==> src/hdl/atfi_pkg.sv <==
// shared constants, types and frame-position functions of the aux transmit insertion block
`default_nettype none

package atfi_pkg;

    // ------------------------------------------------------------
    // widths
    // ------------------------------------------------------------
    localparam int unsigned DATA_W  = 32;
    localparam int unsigned LANES   = 4;
    localparam int unsigned SEQ_W   = 6;
    localparam int unsigned X_W     = 8;
    localparam int unsigned Z_W     = 8;
    localparam int unsigned BFN_W   = 12;
    localparam int unsigned POS_W   = SEQ_W + X_W + Z_W;

    // ------------------------------------------------------------
    // frame numbering limits
    // ------------------------------------------------------------
    localparam logic [X_W-1:0]   X_LAST   = 8'hff;
    localparam logic [Z_W-1:0]   Z_LAST   = 8'h95;
    localparam logic [BFN_W-1:0] BFN_LAST = 12'hfff;

    // ------------------------------------------------------------
    // line rates and their per-rate figures
    // ------------------------------------------------------------
    typedef enum logic [1:0] {
        RATE_0P6144 = 2'h0,
        RATE_1P2288 = 2'h1,
        RATE_2P4576 = 2'h2,
        RATE_6P144  = 2'h3
    } atfi_rate_e;

    // ------------------------------------------------------------
    // register map (byte addresses) and fields
    // ------------------------------------------------------------
    localparam logic [7:0] ADDR_CTRL    = 8'h00;
    localparam logic [7:0] ADDR_STATUS  = 8'h04;
    localparam logic [7:0] ADDR_IRQ_EN  = 8'h08;
    localparam logic [7:0] ADDR_POS     = 8'h0c;
    localparam logic [7:0] ADDR_BFN     = 8'h10;

    localparam int unsigned CTRL_EN_BIT     = 0;
    localparam int unsigned CTRL_RATE_LSB   = 1;
    localparam int unsigned CTRL_RESYNC_BIT = 3;

    localparam int unsigned EVT_ERR_BIT = 0;
    localparam int unsigned EVT_HFP_BIT = 1;
    localparam int unsigned EVT_RFP_BIT = 2;
    localparam int unsigned EVT_W       = 3;

    localparam int unsigned POS_SEQ_LSB = 0;
    localparam int unsigned POS_X_LSB   = 8;
    localparam int unsigned POS_Z_LSB   = 16;

    localparam logic [1:0]       CTRL_RST   = 2'h0;
    localparam logic [EVT_W-1:0] IRQ_EN_RST = 3'h0;

    // last sequence value of one basic frame
    function automatic logic [SEQ_W-1:0] seq_last(input atfi_rate_e rate);
        case (rate)
            RATE_0P6144: seq_last = 6'h03;
            RATE_1P2288: seq_last = 6'h07;
            RATE_2P4576: seq_last = 6'h0f;
            default:     seq_last = 6'h27;
        endcase
    endfunction

    // bytes of the control word that opens each basic frame
    function automatic logic [7:0] ctrl_bytes(input atfi_rate_e rate);
        case (rate)
            RATE_0P6144: ctrl_bytes = 8'h01;
            RATE_1P2288: ctrl_bytes = 8'h02;
            RATE_2P4576: ctrl_bytes = 8'h04;
            default:     ctrl_bytes = 8'h0a;
        endcase
    endfunction

    // one bit per lane, bit 3 = bits 31:24 = earliest byte
    function automatic logic [LANES-1:0] ctrl_lanes(input atfi_rate_e rate, input logic [SEQ_W-1:0] seq);
        logic [7:0] idx;
        ctrl_lanes = '0;
        idx = 8'h00;
        for (int l = 0; l < LANES; l++) begin
            idx = {seq, 2'(l)};
            ctrl_lanes[LANES-1-l] = (idx < ctrl_bytes(rate));
        end
    endfunction

endpackage

`default_nettype wire

==> src/hdl/atfi_delay_line.sv <==
// fixed-depth register delay line for the announced frame position
`default_nettype none

module atfi_delay_line #(
    parameter int unsigned WIDTH = 8,
    parameter int unsigned DEPTH = 1
) (
    input  wire logic             i_sys_clk,
    input  wire logic             i_rst_n,
    input  wire logic [WIDTH-1:0] i_data,
    output logic      [WIDTH-1:0] o_data
);

    logic [WIDTH-1:0] stage_q [DEPTH];

    always_ff @(posedge i_sys_clk or negedge i_rst_n) begin
        if (!i_rst_n) begin
            for (int i = 0; i < DEPTH; i++) begin
                stage_q[i] <= '0;
            end
        end else begin
            stage_q[0] <= i_data;
            for (int i = 1; i < DEPTH; i++) begin
                stage_q[i] <= stage_q[i-1];
            end
        end
    end

    assign o_data = stage_q[DEPTH-1];

endmodule

`default_nettype wire

==> src/hdl/atfi_lane_merge.sv <==
// per-bit merge of aux and direct data into the outgoing frame word, with per-lane error
`default_nettype none

module atfi_lane_merge
    import atfi_pkg::*;
(
    input  wire logic              i_sys_clk,
    input  wire logic              i_rst_n,
    input  wire logic              i_run,
    input  wire logic [LANES-1:0]  i_ctrl,
    input  wire logic [DATA_W-1:0] i_base,
    input  wire logic [DATA_W-1:0] i_aux_data,
    input  wire logic [DATA_W-1:0] i_aux_mask,
    input  wire logic [DATA_W-1:0] i_dir_data,
    input  wire logic [LANES-1:0]  i_dir_valid,
    output logic      [DATA_W-1:0] o_word_q,
    output logic      [LANES-1:0]  o_err_q
);

    logic [DATA_W-1:0] word_d;
    logic [LANES-1:0]  err_d;

    always_comb begin
        word_d = i_base;
        err_d  = '0;
        for (int l = 0; l < LANES; l++) begin
            // direct data only lands on data lanes
            if (i_dir_valid[l] && !i_ctrl[l]) begin
                word_d[l*8 +: 8] = i_dir_data[l*8 +: 8];
            end
            // any set mask bit over a control byte flags its own lane
            err_d[l] = i_run && i_ctrl[l] && (|i_aux_mask[l*8 +: 8]);
        end
        // mask beats every other source, data passes untouched
        word_d = (i_aux_mask & i_aux_data) | (~i_aux_mask & word_d);
    end

    always_ff @(posedge i_sys_clk or negedge i_rst_n) begin
        if (!i_rst_n) begin
            o_word_q <= '0;
            o_err_q  <= '0;
        end else begin
            o_word_q <= word_d;
            o_err_q  <= err_d;
        end
    end

endmodule

`default_nettype wire

==> src/hdl/aux_tx_frame_insertion.sv <==
// aux transmit insertion: frame sync, position announce, latency alignment, merge, apb registers
`default_nettype none

module aux_tx_frame_insertion
    import atfi_pkg::*;
#(
    parameter int unsigned P_EXTRA_LAT = 0
) (
    input  wire logic                        i_sys_clk,
    input  wire logic                        i_rst_n,
    // apb slave
    input  wire logic                        i_psel,
    input  wire logic                        i_penable,
    input  wire logic                        i_pwrite,
    input  wire logic [7:0]                  i_paddr,
    input  wire logic [31:0]                 i_pwdata,
    output logic      [31:0]                 o_prdata,
    output logic                             o_pready,
    output logic                             o_pslverr,
    output logic                             o_irq,
    // aux transmit user side
    output logic      [atfi_pkg::SEQ_W-1:0]  o_aux_seq,
    output logic      [atfi_pkg::X_W-1:0]    o_aux_x,
    output logic      [atfi_pkg::Z_W-1:0]    o_aux_z,
    output logic      [atfi_pkg::BFN_W-1:0]  o_aux_bfn,
    output logic                             o_aux_hfp,
    output logic                             o_aux_rfp,
    output logic      [atfi_pkg::LANES-1:0]  o_aux_ctrl,
    input  wire logic [atfi_pkg::DATA_W-1:0] i_aux_data,
    input  wire logic [atfi_pkg::DATA_W-1:0] i_aux_mask,
    output logic      [atfi_pkg::LANES-1:0]  o_aux_err,
    // direct transmit user side
    output logic      [atfi_pkg::LANES-1:0]  o_dir_ready,
    input  wire logic [atfi_pkg::DATA_W-1:0] i_dir_data,
    input  wire logic [atfi_pkg::LANES-1:0]  i_dir_valid,
    // frame side
    input  wire logic [atfi_pkg::DATA_W-1:0] i_frame_base,
    output logic      [atfi_pkg::DATA_W-1:0] o_frame_word,
    output logic      [atfi_pkg::SEQ_W-1:0]  o_frame_seq,
    output logic                             o_frame_valid
);

    import atfi_pkg::*;

    // one cycle of write latency plus the extra N
    localparam int unsigned ALIGN_DEPTH = 1 + P_EXTRA_LAT;

    // ------------------------------------------------------------
    // declarations
    // ------------------------------------------------------------
    typedef enum logic [1:0] {
        ST_IDLE = 2'b01,
        ST_RUN  = 2'b10
    } atfi_sync_e;

    atfi_sync_e         state_q, state_d;
    logic               en_q;
    atfi_rate_e         rate_q;
    logic               resync_q;
    logic [EVT_W-1:0]   status_q, status_d;
    logic [EVT_W-1:0]   irq_en_q;
    logic [EVT_W-1:0]   evt;
    logic               irq_q;

    logic [SEQ_W-1:0]   seq_q, seq_d;
    logic [X_W-1:0]     x_q, x_d;
    logic [Z_W-1:0]     z_q, z_d;
    logic [BFN_W-1:0]   bfn_q, bfn_d;
    logic               hfp_q, rfp_q;
    logic [LANES-1:0]   ctrl_q;
    logic [LANES-1:0]   dir_ready_q;

    logic [POS_W:0]     pos_now;
    logic [POS_W:0]     pos_dl;
    logic [SEQ_W-1:0]   seq_dl;
    logic               run_dl;
    logic [LANES-1:0]   ctrl_dl;
    logic [SEQ_W-1:0]   frame_seq_q;
    logic               frame_valid_q;

    logic               wr_acc, rd_setup, addr_ok;
    logic [31:0]        rdata_d;
    logic [31:0]        prdata_q;
    logic               pready_q, pslverr_q;

    // ------------------------------------------------------------
    // frame synchronisation state machine
    // ------------------------------------------------------------
    always_comb begin
        case (state_q)
            ST_IDLE: state_d = en_q ? ST_RUN : ST_IDLE;
            ST_RUN:  state_d = en_q ? ST_RUN : ST_IDLE;
            default: state_d = ST_IDLE;
        endcase
    end

    always_ff @(posedge i_sys_clk or negedge i_rst_n) begin
        if (!i_rst_n) begin
            state_q <= ST_IDLE;
        end else begin
            state_q <= state_d;
        end
    end

    // sequence wraps per basic frame, then basic frame, hyperframe, radio frame
    always_comb begin
        seq_d = seq_q;
        x_d   = x_q;
        z_d   = z_q;
        bfn_d = bfn_q;
        if (state_q != ST_RUN || resync_q) begin
            seq_d = '0;
            x_d   = '0;
            z_d   = '0;
            bfn_d = '0;
        // >= also catches a count above a smaller rate's end
        end else if (seq_q >= seq_last(rate_q)) begin
            seq_d = '0;
            if (x_q == X_LAST) begin
                x_d = '0;
                if (z_q == Z_LAST) begin
                    z_d   = '0;
                    bfn_d = (bfn_q == BFN_LAST) ? '0 : bfn_q + 1'b1;
                end else begin
                    z_d = z_q + 1'b1;
                end
            end else begin
                x_d = x_q + 1'b1;
            end
        end else begin
            seq_d = seq_q + 1'b1;
        end
    end

    always_ff @(posedge i_sys_clk or negedge i_rst_n) begin
        if (!i_rst_n) begin
            seq_q <= '0;
            x_q   <= '0;
            z_q   <= '0;
            bfn_q <= '0;
        end else begin
            seq_q <= seq_d;
            x_q   <= x_d;
            z_q   <= z_d;
            bfn_q <= bfn_d;
        end
    end

    // pulses and lane flags registered alongside the numbers they describe
    always_ff @(posedge i_sys_clk or negedge i_rst_n) begin
        if (!i_rst_n) begin
            hfp_q       <= 1'b0;
            rfp_q       <= 1'b0;
            ctrl_q      <= '0;
            dir_ready_q <= '0;
        end else begin
            hfp_q       <= (state_d == ST_RUN) && (seq_d == '0) && (x_d == '0);
            rfp_q       <= (state_d == ST_RUN) && (seq_d == '0) && (x_d == '0) && (z_d == '0);
            ctrl_q      <= (state_d == ST_RUN) ? ctrl_lanes(rate_q, seq_d) : '0;
            // direct side gets its own ready; data follows after the same latency
            dir_ready_q <= (state_d == ST_RUN) ? ~ctrl_lanes(rate_q, seq_d) : '0;
        end
    end

    // ------------------------------------------------------------
    // write latency alignment
    // ------------------------------------------------------------
    // the position shown now is the one user data answers 1+N cycles later
    assign pos_now = {(state_q == ST_RUN), z_q, x_q, seq_q};

    atfi_delay_line #(
        .WIDTH (POS_W + 1),
        .DEPTH (ALIGN_DEPTH)
    ) u_pos_align (
        .i_sys_clk (i_sys_clk),
        .i_rst_n   (i_rst_n),
        .i_data    (pos_now),
        .o_data    (pos_dl)
    );

    // with N zero the word sampled at k+1 lands on position k
    assign seq_dl  = pos_dl[SEQ_W-1:0];
    assign run_dl  = pos_dl[POS_W];
    // lane map uses the live rate: change rate only while idle
    assign ctrl_dl = run_dl ? ctrl_lanes(rate_q, seq_dl) : '0;

    // ------------------------------------------------------------
    // insertion into the outgoing 32-bit frame word
    // ------------------------------------------------------------
    atfi_lane_merge u_merge (
        .i_sys_clk   (i_sys_clk),
        .i_rst_n     (i_rst_n),
        .i_run       (run_dl),
        .i_ctrl      (ctrl_dl),
        .i_base      (i_frame_base),
        .i_aux_data  (i_aux_data),
        .i_aux_mask  (i_aux_mask),
        .i_dir_data  (i_dir_data),
        .i_dir_valid (i_dir_valid),
        .o_word_q    (o_frame_word),
        .o_err_q     (o_aux_err)
    );

    always_ff @(posedge i_sys_clk or negedge i_rst_n) begin
        if (!i_rst_n) begin
            frame_seq_q   <= '0;
            frame_valid_q <= 1'b0;
        end else begin
            frame_seq_q   <= seq_dl;
            frame_valid_q <= run_dl;
        end
    end

    // ------------------------------------------------------------
    // apb slave: one access-phase cycle, read data registered
    // ------------------------------------------------------------
    // a write lands only in the answered access cycle
    assign wr_acc   = i_psel && i_penable && pready_q && i_pwrite;
    assign rd_setup = i_psel && !i_penable;

    always_comb begin
        addr_ok = 1'b1;
        rdata_d = '0;
        case (i_paddr)
            ADDR_CTRL: begin
                rdata_d[CTRL_EN_BIT]                  = en_q;
                rdata_d[CTRL_RATE_LSB +: 2]           = rate_q;
            end
            ADDR_STATUS: rdata_d[EVT_W-1:0] = status_q;
            ADDR_IRQ_EN: rdata_d[EVT_W-1:0] = irq_en_q;
            ADDR_POS: begin
                rdata_d[POS_SEQ_LSB +: SEQ_W] = seq_q;
                rdata_d[POS_X_LSB +: X_W]     = x_q;
                rdata_d[POS_Z_LSB +: Z_W]     = z_q;
            end
            ADDR_BFN:    rdata_d[BFN_W-1:0] = bfn_q;
            default:     addr_ok = 1'b0;
        endcase
    end

    always_ff @(posedge i_sys_clk or negedge i_rst_n) begin
        if (!i_rst_n) begin
            pready_q  <= 1'b0;
            pslverr_q <= 1'b0;
            prdata_q  <= '0;
        end else begin
            pready_q  <= rd_setup;
            pslverr_q <= rd_setup && !addr_ok;
            prdata_q  <= (rd_setup && !i_pwrite) ? rdata_d : '0;
        end
    end

    // ------------------------------------------------------------
    // control registers
    // ------------------------------------------------------------
    always_ff @(posedge i_sys_clk or negedge i_rst_n) begin
        if (!i_rst_n) begin
            en_q     <= 1'b0;
            rate_q   <= RATE_0P6144;
            resync_q <= 1'b0;
            irq_en_q <= IRQ_EN_RST;
        end else begin
            // resync is a self-clearing command bit
            resync_q <= wr_acc && (i_paddr == ADDR_CTRL) && i_pwdata[CTRL_RESYNC_BIT];
            if (wr_acc && i_paddr == ADDR_CTRL) begin
                en_q   <= i_pwdata[CTRL_EN_BIT];
                rate_q <= atfi_rate_e'(i_pwdata[CTRL_RATE_LSB +: 2]);
            end
            if (wr_acc && i_paddr == ADDR_IRQ_EN) begin
                irq_en_q <= i_pwdata[EVT_W-1:0];
            end
        end
    end

    // ------------------------------------------------------------
    // sticky events and interrupt
    // ------------------------------------------------------------
    assign evt[EVT_ERR_BIT] = |o_aux_err;
    assign evt[EVT_HFP_BIT] = hfp_q;
    assign evt[EVT_RFP_BIT] = rfp_q;

    // a new event in the clearing cycle survives the clear
    always_comb begin
        status_d = status_q;
        if (wr_acc && i_paddr == ADDR_STATUS) begin
            status_d = status_q & ~i_pwdata[EVT_W-1:0];
        end
        status_d = status_d | evt;
    end

    always_ff @(posedge i_sys_clk or negedge i_rst_n) begin
        if (!i_rst_n) begin
            status_q <= '0;
            irq_q    <= 1'b0;
        end else begin
            status_q <= status_d;
            // from status_d so irq rises with the sticky bit
            irq_q    <= |(status_d & irq_en_q);
        end
    end

    // ------------------------------------------------------------
    // outputs
    // ------------------------------------------------------------
    assign o_prdata      = prdata_q;
    assign o_pready      = pready_q;
    assign o_pslverr     = pslverr_q;
    assign o_irq         = irq_q;
    assign o_aux_seq     = seq_q;
    assign o_aux_x       = x_q;
    assign o_aux_z       = z_q;
    assign o_aux_bfn     = bfn_q;
    assign o_aux_hfp     = hfp_q;
    assign o_aux_rfp     = rfp_q;
    assign o_aux_ctrl    = ctrl_q;
    assign o_dir_ready   = dir_ready_q;
    assign o_frame_seq   = frame_seq_q;
    assign o_frame_valid = frame_valid_q;

endmodule

`default_nettype wire

==> config.mk <==
export PLATFORM = sky130hd
export DESIGN_NAME = aux_tx_frame_insertion
export DESIGN_NICKNAME = d
export VERILOG_FILES = /design/src/hdl/atfi_pkg.sv /design/src/hdl/atfi_delay_line.sv /design/src/hdl/atfi_lane_merge.sv /design/src/hdl/aux_tx_frame_insertion.sv
export SDC_FILE = /design/constraint.sdc
export NUM_CORES = 1
export LEC_CHECK = 0
export BUFFER_PORTS_ARGS = -buffer_cell sky130_fd_sc_hd__buf_2
export CORE_MARGIN = 2
export CORE_UTILIZATION = 50
export CTS_CLUSTER_DIAMETER = 80
export DETAILED_ROUTE_END_ITERATION = 10
export PLACE_DENSITY = 0.92
export SYNTH_ARGS = -nofsm -noshare
export SYNTH_HDL_FRONTEND = slang
export SYNTH_SLANG_ARGS = --single-unit
==> constraint.sdc <==
create_clock -name i_sys_clk -period 8.9 [get_ports i_sys_clk]
set_clock_uncertainty 0.1 [all_clocks]
set_input_delay 0.445 -clock i_sys_clk [delete_from_list [all_inputs] [get_ports i_sys_clk]]
set_output_delay 0.445 -clock i_sys_clk [all_outputs]
set_load 0.02 [all_outputs]
==> metrics, run 1 <==
CTS hold repair buffers 0; CP Cell Sequence nor2b_1 > inv_1 > ha_1 > o21a_1 > a311o_1 > or3_2 > ha_1 > nor2b_1 > o21ai_0 > and3_1; Post-Synthesis Cells approximately 590; startpoint types flip-flop; Final GP Congestion 0.877; hold slack -0.0589 ns; Synth Area in Simple Gates 0.178; RSZ-0062 raised after global routing false; r2r setup slk 5.40 ns; Slew @ Worst Pin 0.924 ns; largest family of logic cells by synthesized area simple AND/OR/NAND/NOR gates; NumNets Final 1025; Die Ht approximately 120 um; vias in the first global route around 5400; Yosys cell types 67; grt ovf 0; Starting Density 0.517; dpl hpwl 13900 um; # Post-CTS Setup Buffers 0; crit path time final 3.50 ns; CP Data Arrival Time 3.75 ns; Crit Reg-Reg Endpoint o_aux_ctrl[2]; Critical path buffers and inverters 1; DRC violations left 0; pwr dens 183 mW/mm2; maxcap violations 0; htree depth 4; clk sinks 133; Die Wd roughly 120 um; Switching Power between 0.3 and 0.4 mW; Non-Filler Instances 1018; worst rel slew slack 0.384; clock slew at reported path FFs 0.06 ns; Crit path depth 10; Gate power share 0.079; Final ANT Viol Nets 0; final setup fails 0; Pwr Total 1.49 mW; Cell Area, Synth 0.00626 mm2; number of synthesized flops with an enable pin 0; sequential area share after synthesis 0.532; initial antenna violation count 3; final WL 18900 um; first-pass GRT wire length 28700 um; WL/cell 18.6 um; commonest cells after routing, fill and taps aside 261 x buf_2, 132 x dfrtp_1, 64 x nand2_1, 49 x o21ai_0, 44 x nor2_1; Filler Cells Inserted 914; DR pass1 iterations 6; sequential power share 0.419; Ys Warns 0; Root Driver clkbuf_16; Vias/cell 5.47; status finished, violations left; All-Layer GR Usage 0.284; crit-path max cell delay 0.52 ns; sw frac 0.228; largest net degree at the start of global routing 88; Required @ worst endpoint 9.15 ns; row cnt 40; post-synthesis async set-or-reset flop share 1.00; slowest CP cell a311o_1; max-slew violations 0; DRT iter0 DRCs 323; area fraction in compound gates after synthesis 0.107; area post-placement 0.00751 mm2; Final Cell Area roughly 0.0082 mm2; Synth Flop Type dfrtp_1; Reg-to-Reg Start rate_q[1]; flops & latches, synth 133; most common cell after layout, fill and taps aside buf_2; Fin Setup TNS 0 ns; area grow syn2layout 30.3%; Max VDD drop approximately 110 uV; fraction of layout cells with a size suffix above 1 0.383; CTS tree built; Setup CP Type flip-flop to flip-flop; min-delay worst type primary input to async pin; internal power 1.15 mW; clock latency on the worst-skew pair 0.42 ns; PortBufs about 260; CP Max Fanout 11; post-CTS sizing 0; Clock power frac 0.503; maximum clock insertion buffer count 2; Mapped Avg Cell Area between 10 and 15 um2; R2R cell count 10; fmax 285 MHz; Num CTS Buffers 17; # IOs 299; post-synthesis mux area share 0.0728; Core Footprint 0.0121 mm2; period utilization 0.394; XOR/XNOR Fraction of Synth Area 0.0222; Lkg Pwr between 4 and 5 nW; Final Hold Viols 18; dpl cells 982; Crit path max-delay family simple AND/OR/NAND/NOR gates; post-layout util 0.673; vias 5566; Post-Synth Adder-Cell Area 0.0300; die area 0.0134 mm2; Worst Setup End Kind flip-flop; failing checks negative hold slack
[per-stage QoR]
step	hold WS [ns]	setup slack [ns]
after floorplan	0.0494	5.93
after global placement	0.253	5.61
after detailed placement	0.255	5.49
after CTS	0.00298	5.42
after global routing	0.0234	5.18
final	-0.0589	5.40
[registers in the layout (all words and copies together) (netlist names)]
signal and count:
en_q 1, irq_en_q 3, o_aux_bfn 12, o_aux_ctrl 4, o_aux_hfp 1, o_aux_rfp 1
o_aux_seq 6, o_aux_x 8, o_aux_z 8, o_dir_ready 4, o_frame_seq 6, o_frame_valid 1
o_irq 1, o_prdata 24, o_pready 1, o_pslverr 1, rate_q 2, resync_q 1
state_q 2, status_q 3, u_merge.o_err_q 4, u_merge.o_word_q 32, u_pos_align.o_data 7
[final cells by class]
cell class / instances / area [um2] / area share
repair buffers: 263 / 1330 / 0.163
multi-input cells: 406 / 2600 / 0.318
well taps: 168 / 210 / 0.0258
diodes: 4 / 10.0 / 0.00123
clock buffers: 20 / 457 / 0.0560
flip-flops and latches: 133 / 3330 / 0.408
clock inverters: 12 / 179 / 0.0219
inverters: 12 / 45.0 / 0.00553
[how the worst max path moves through the flow]
| stage | end | slack [ns] | startpoint |
|---|---|---|---|
| 5_1_grt | o_aux_ctrl[2] | 5.18 | rate_q[0] |
| 4_1_cts | o_aux_ctrl[2] | 5.42 | rate_q[0] |
| 2_1_floorplan | o_aux_ctrl[2] | 5.93 | rate_q[0] |
| 6_report | o_aux_ctrl[2] | 5.40 | rate_q[1] |
| 3_5_place_dp | o_aux_ctrl[2] | 5.49 | rate_q[1] |
| 3_3_place_gp | o_dir_ready[2] | 5.61 | rate_q[1] |
[routing by layer]
metal  track usage  vias to the layer above  part of all wire
met1         0.319                     2673              0.36
met5             0                        -                 0
met4         0.125                        0             0.035
met2         0.506                      289              0.54
li1              -                     2544                 -
met3        0.0790                       60             0.069
[Yosys cell counts (5+ instances only)]
cell	count	area (um2)
dfrtp_1	132	3300
nand2_1	64	240
o21ai_0	49	245
nor2_1	44	165
mux2i_1	32	320
buf_4	30	225
a21oi_1	24	120
and3_1	22	138
ha_1	15	188
inv_1	12	45.0
mux2_2	12	135
nand3_1	11	55.1
a22oi_1	10	75.1
nor4_1	10	62.6
clkbuf_1	8	30.0
nor3_1	7	35.0
o21ai_1	7	35.0
xnor2_1	7	61.3
xor2_1	7	61.3
and2_1	6	37.5
nand2b_1	6	37.5
a21o_1	5	37.5
nand4_1	5	31.3
[worst reg2reg max path: cells and delay by family (launching register included)]
kind                     cells  cell delay, ns
AO/OA/AOI/OAI                3            0.96
buffers and inverters        1            0.14
AND/OR/NAND/NOR              4            1.26
adder cells (fa/ha/maj)      2            0.55
flip-flops                   1            0.42
[power by group through the flow]
stage / logic [mW] / clock network [mW] / registers, mW
finish: 0.117 / 0.748 / 0.623
global route: 0.128 / 0.786 / 0.624
CTS: 0.117 / 0.754 / 0.623
detailed placement: 0.116 / 0 / 0.633
global placement: 0.114 / 0 / 0.633
floorplan: 0.0308 / 0 / 0.651
[kinds of logic after synthesis]
| group | Yosys count |
|---|---|
| XOR/XNOR | 15 |
| flip-flops | 133 |
| multiplexers | 44 |
| AND/OR/NAND/NOR | 211 |
| buffers and inverters | 56 |
| other | 1 |
| AO/OA/AOI/OAI | 113 |
| adder cells (fa/ha/maj) | 15 |
(Power assumes the default switching activity.)
==> inputs of run 2 (changes only) <==
--- a/config.mk
+++ b/config.mk
@@ -7,10 +7,10 @@
 export LEC_CHECK = 0
 export BUFFER_PORTS_ARGS = -buffer_cell sky130_fd_sc_hd__buf_2
 export CORE_MARGIN = 2
-export CORE_UTILIZATION = 50
+export CORE_UTILIZATION = 42
 export CTS_CLUSTER_DIAMETER = 80
 export DETAILED_ROUTE_END_ITERATION = 10
-export PLACE_DENSITY = 0.92
+export PLACE_DENSITY = 0.84
 export SYNTH_ARGS = -nofsm -noshare
 export SYNTH_HDL_FRONTEND = slang
 export SYNTH_SLANG_ARGS = --single-unit
==> constraint.sdc (replaced) <==
create_clock -name i_sys_clk -period 2.9 [get_ports i_sys_clk]
set_clock_uncertainty 0.1 [all_clocks]
set_input_delay 0.145 -clock i_sys_clk [delete_from_list [all_inputs] [get_ports i_sys_clk]]
set_output_delay 0.145 -clock i_sys_clk [all_outputs]
set_load 0.02 [all_outputs]
==> run 2 against run 1 <==
The run now ends clean; first-iteration DRC count grew 67%; hold slack improved by 0.10 ns; cell count increased by 20%; highest routed layer is now met5.
==> metrics, run 2 (synthesized netlist as in run 1, its figures left out) <==
Lkg Pwr between 5 and 6 nW; Worst Setup End Kind flip-flop; Final Hold Viols 0; post-layout util 0.689; startpoint types flip-flop; vias about 6800; maximum clock insertion buffer count 2; Fin Setup TNS 0 ns; Crit Reg-Reg Endpoint o_aux_ctrl[2]; hold path start i_dir_data[9]; R2R cell count 10; initial antenna violation count 4; htree depth 4; commonest cells after routing, fill and taps aside 261 x buf_2, 170 x dlygate4sd3_1, 131 x dfrtp_1, 63 x nand2_1, 46 x o21ai_0; Required @ worst endpoint approximately 3.2 ns; # IOs about 300; row cnt between 40 and 50; dpl cells approximately 1000; DRT iter0 DRCs ~540; Setup WS post-layout 0.0962 ns; hold slack 0.0411 ns; Max VDD drop approximately 430 uV; Die Ht 126 um; clock latency on the worst-skew pair 0.42 ns; Placement Setup Slack -0.0187 ns; die area 0.0159 mm2; crit path time final 2.80 ns; CP Max Fanout 6; Starting Density 0.431; worst rel slew slack 0.408; fraction of layout cells with a size suffix above 1 0.339; max-slew violations 0; Worst Setup SP rate_q[0]; All-Layer GR Usage 0.339; pwr dens 467 mW/mm2; PortBufs 262; Vias/cell 5.56; Root Driver clkbuf_16; r2r setup slk 0.1 ns; fmax 357 MHz; Worst Hold End u_merge.o_word_q[9]; dpl hpwl 14700 um; min-delay worst type primary input to flip-flop; first-pass GRT wire length 40600 um; WL/cell around 22 um; final setup fails 0; hold depth 3; maxcap violations 0; largest net degree at the start of global routing 74; period utilization 0.967; final WL between 20000 and 30000 um; Setup CP Type flip-flop to flip-flop; status complete, no violations; area grow syn2layout 60.1%; Final ANT Viol Nets 0; most flop-heavy register u_merge.o_word_q; Non-Filler Instances 1220; NumNets Final 1214; clock slew at reported path FFs 0.06 ns; most common cell after layout, fill and taps aside buf_2; RSZ-0062 raised after global routing true; CP Data Arrival Time just over 3 ns; CTS tree built; clk sinks 133; Reg-to-Reg Start rate_q[0]; Die Wd 126 um; Final GP Congestion 0.928; max reg flops 32; Slew @ Worst Pin ~0.88 ns; DRC violations left 0; grt ovf 0; Num CTS Buffers 17; Core Footprint 0.0145 mm2; DR pass1 iterations 5; vias in the first global route 7092
[run 2: changes by cell type in the layout (fill, tap and decap cells not counted), sizes merged]
cell / before / now
diode: 4 / 1
clkinvlp: 3 / 6
bufinv: 4 / 2
dlygate4sd3: 0 / 170
clkinv: 5 / 3
clkbuf: 20 / 21
buf: 263 / 282
[run 2: layer usage]
metal	global-route usage	part of all wire
met1	0.379	0.35
met2	0.568	0.50
met3	0.101	0.086
met4	0.212	0.064
met5	0	0.0016
[run 2: worst max path at each step]
stage                    end  cells past startpoint
2_1_floorplan  o_aux_ctrl[2]                     11
3_3_place_gp   o_aux_ctrl[2]                      9
3_5_place_dp   o_aux_ctrl[2]                      9
4_1_cts        o_aux_ctrl[1]                      8
5_1_grt        o_aux_ctrl[2]                     10
6_report       o_aux_ctrl[2]                     10
[run 2: timing repair]
item                                    in CTS  in global routing
hold buffers                               170                  0
hold endpoints to repair                   118                  0
resized for setup                            3                  8
gates cloned                                 0                  0
buffers inserted                             0                  1
endpoints found under the setup margin       3                 15
[run 2: power by group]
group          internal, mW  total (mW)  switching [mW]
Sequential             1.90        1.93          0.0279
Combinational         0.292       0.597           0.305
Clock                  1.33        2.15           0.821
[run 2: stage by stage]
stage | area (um2) | power [mW]
final | 10000 | 4.68
after global routing | 10000 | 4.82
after CTS | 9990 | 4.63
after detailed placement | 7680 | 2.31
after global placement | 7680 | 2.30
after floorplan | 6290 | 2.09
[run 2: layout make-up]
type | instances | area [um2]
inverter | 12 | 45.0
timing repair buffer | 452 | 3180
multi-input combinational | 406 | 2630
clock inverter | 11 | 128
antenna | 1 | 2.50
tap | 184 | 230
sequential | 133 | 3330
clock buffer | 21 | 470
fill | 1029 | 4510
[run 2: critical path: stages, from the launching register on]
cell and delay (ns):
dfrtp_2 0.45, nor2b_2 0.13, inv_1 0.08, ha_1 0.18, o21a_1 0.20, a311o_1 0.34, or3_2 0.44, ha_1 0.34
nor2b_1 0.14, o21ai_1 0.17, and3_1 0.17
==> inputs of run 3 (changes only) <==
--- a/config.mk
+++ b/config.mk
@@ -11,6 +11,7 @@
 export CTS_CLUSTER_DIAMETER = 80
 export DETAILED_ROUTE_END_ITERATION = 10
 export PLACE_DENSITY = 0.84
+export SETUP_SLACK_MARGIN = 0.2
 export SYNTH_ARGS = -nofsm -noshare
 export SYNTH_HDL_FRONTEND = slang
 export SYNTH_SLANG_ARGS = --single-unit
==> run 3 against run 2 <==
Combinational power down 2%; die area unchanged; sequential share of layout area down 0.37 points; first-iteration DRC count down 1.5%; cell count up 0.33%; critical path depth unchanged; core utilization up 0.77 points; sequential power about the same; worst setup slack better by 0.055 ns; critical endpoint is now o_aux_ctrl[3]; highest routed layer unchanged.
==> metrics, run 3 (synthesized netlist as in run 1, its figures left out) <==
status complete, no violations; Root Driver clkbuf_16; grt ovf 0; clk sinks 133; Filler Cells Inserted between 1000 and 1500; Core Footprint 0.0145 mm2; row cnt 44; maximum clock insertion buffer count 2; slowest CP cell dfrtp_2; CP Cell Sequence nor2b_4 > inv_2 > ha_4 > o21a_1 > a311o_2 > or3_4 > ha_4 > a21o_1 > nand2_1 > and3_1; Max VDD drop 406 uV; hold path start i_frame_base[13]; Slew @ Worst Pin 0.810 ns; commonest cells after routing, fill and taps aside 261 x buf_2, 164 x dlygate4sd3_1, 131 x dfrtp_1, 64 x nand2_1; DRT iter0 DRCs 530; clock latency on the worst-skew pair ~0.42 ns; dpl hpwl 14800 um; DR pass1 iterations 7; max-slew violations 0; min-delay worst type primary input to flip-flop; area post-placement 0.00769 mm2; RSZ-0062 raised after global routing true; All-Layer GR Usage 0.326; area grow syn2layout 61.9%; vias between 6000 and 7000; CTS tree built; Lkg Pwr 5.13 nW; Die Ht approximately 130 um; Worst Setup End Kind flip-flop; cell mode on critical path ha_4; Die Wd ~130 um; initial antenna violation count 7; max reg flops 32; Num CTS Buffers 17; WL/cell 21.4 um; Final ANT Viol Nets 0; Final GP Congestion ~0.92; NumNets Final about 1200; final setup fails 0; Worst Setup SP rate_q[0]; worst rel slew slack 0.458; DRC violations left 0; Required @ worst endpoint 3.11 ns; Critical path buffers and inverters 1; startpoint types flip-flop; CP Max Fanout 5; Setup CP Type flip-flop to flip-flop; Final Cell Area 0.0101 mm2; crit path time final 2.75 ns; CP Data Arrival Time 2.96 ns; most common cell after layout, fill and taps aside buf_2; fraction of layout cells with a size suffix above 1 0.359; die area 0.0159 mm2; Starting Density 0.431; # IOs between 200 and 300; final WL 26200 um; first-pass GRT wire length slightly below 40000 um; largest net degree at the start of global routing 70; Final Hold Viols 0; pwr dens 454 mW/mm2; fmax around 360 MHz; htree depth 4; PortBufs between 200 and 300; maxcap violations 0; Fin Setup TNS 0 ns; clock slew at reported path FFs 0.06 ns; most flop-heavy register u_merge.o_word_q; period utilization 0.948; Reg-to-Reg Start rate_q[0]; Vias/cell 5.52; Crit path max-delay family simple AND/OR/NAND/NOR gates; crit-path max cell delay 0.46 ns; vias in the first global route between 7000 and 8000
==> run 3: cell types whose count changed in the layout (fill, tap and decap cells not counted), sizes merged <==
cell,previous run,this run
dlygate4sd3,170,164
clkinvlp,6,5
bufinv,2,1
buf,282,289
diode,1,4
clkbuf,21,19
inv,12,16
==> run 3: path summary, 6_finish.rpt <==
kind                                         to  slack (ns)  cells after the start
setup / recovery                  o_aux_ctrl[3]        0.15                     10
hold / removal             u_merge.o_word_q[13]        0.01                      3
setup reg to reg                  o_aux_ctrl[3]        0.15                     10
hold reg to reg                  o_frame_seq[3]        0.28                      0
max in group asynchronous            state_q[0]        1.70                      3
min in group asynchronous            o_aux_z[0]        0.18                      2
==> run 3: what timing repair did <==
item,4_1_cts,5_1_grt
hold buffers,164,0
pin swaps,1,8
hold endpoints to repair,115,0
resized for setup,2,30
buffers inserted,2,8
setup endpoints to repair,9,40
==> run 3: where the power goes <==
part           leakage, nW  total, mW  switching [mW]  internal [mW]
sequential            1.78       1.93          0.0280           1.90
clock                0.269       2.08           0.853           1.23
combinational         3.08      0.586           0.295          0.291
==> run 3: routing by layer <==
layer	routed length [um]	track usage	share of wire
met4	1830	0.218	0.070
met1	8960	0.345	0.34
met5	45	0	0.0017
met3	2440	0.126	0.093
met2	12900	0.540	0.49
==> run 3: tightest hold or removal path: stages <==
cell and delay (ns):
buf_2 0.08, mux2i_1 0.07, o21ai_0 0.18
==> run 3: metrics by stage <==
stage,instances,hold WS (ns),utilization,total power [mW],worst slack [ns]
2_1_floorplan,595,-0.251,-,2.09,0.228
3_3_place_gp,1014,0.0911,0.529,2.30,0.154
3_5_place_dp,1014,0.100,0.529,2.31,0.115
4_1_cts,1212,0.00726,0.683,4.56,0.180
5_1_grt,1223,0.0184,0.697,4.75,0.0798
6_report,1224,0.0102,0.697,4.60,0.151
==> run 3: layout make-up <==
type,instances,area (um2),area share
repair buffers,453,3190,0.315
inverters,12,45.0,0.00445
diodes,4,10.0,0.000988
well taps,184,230,0.0227
clock buffers,19,453,0.0447
flip-flops and latches,133,3330,0.329
multi-input cells,406,2750,0.272
clock inverters,13,121,0.0120
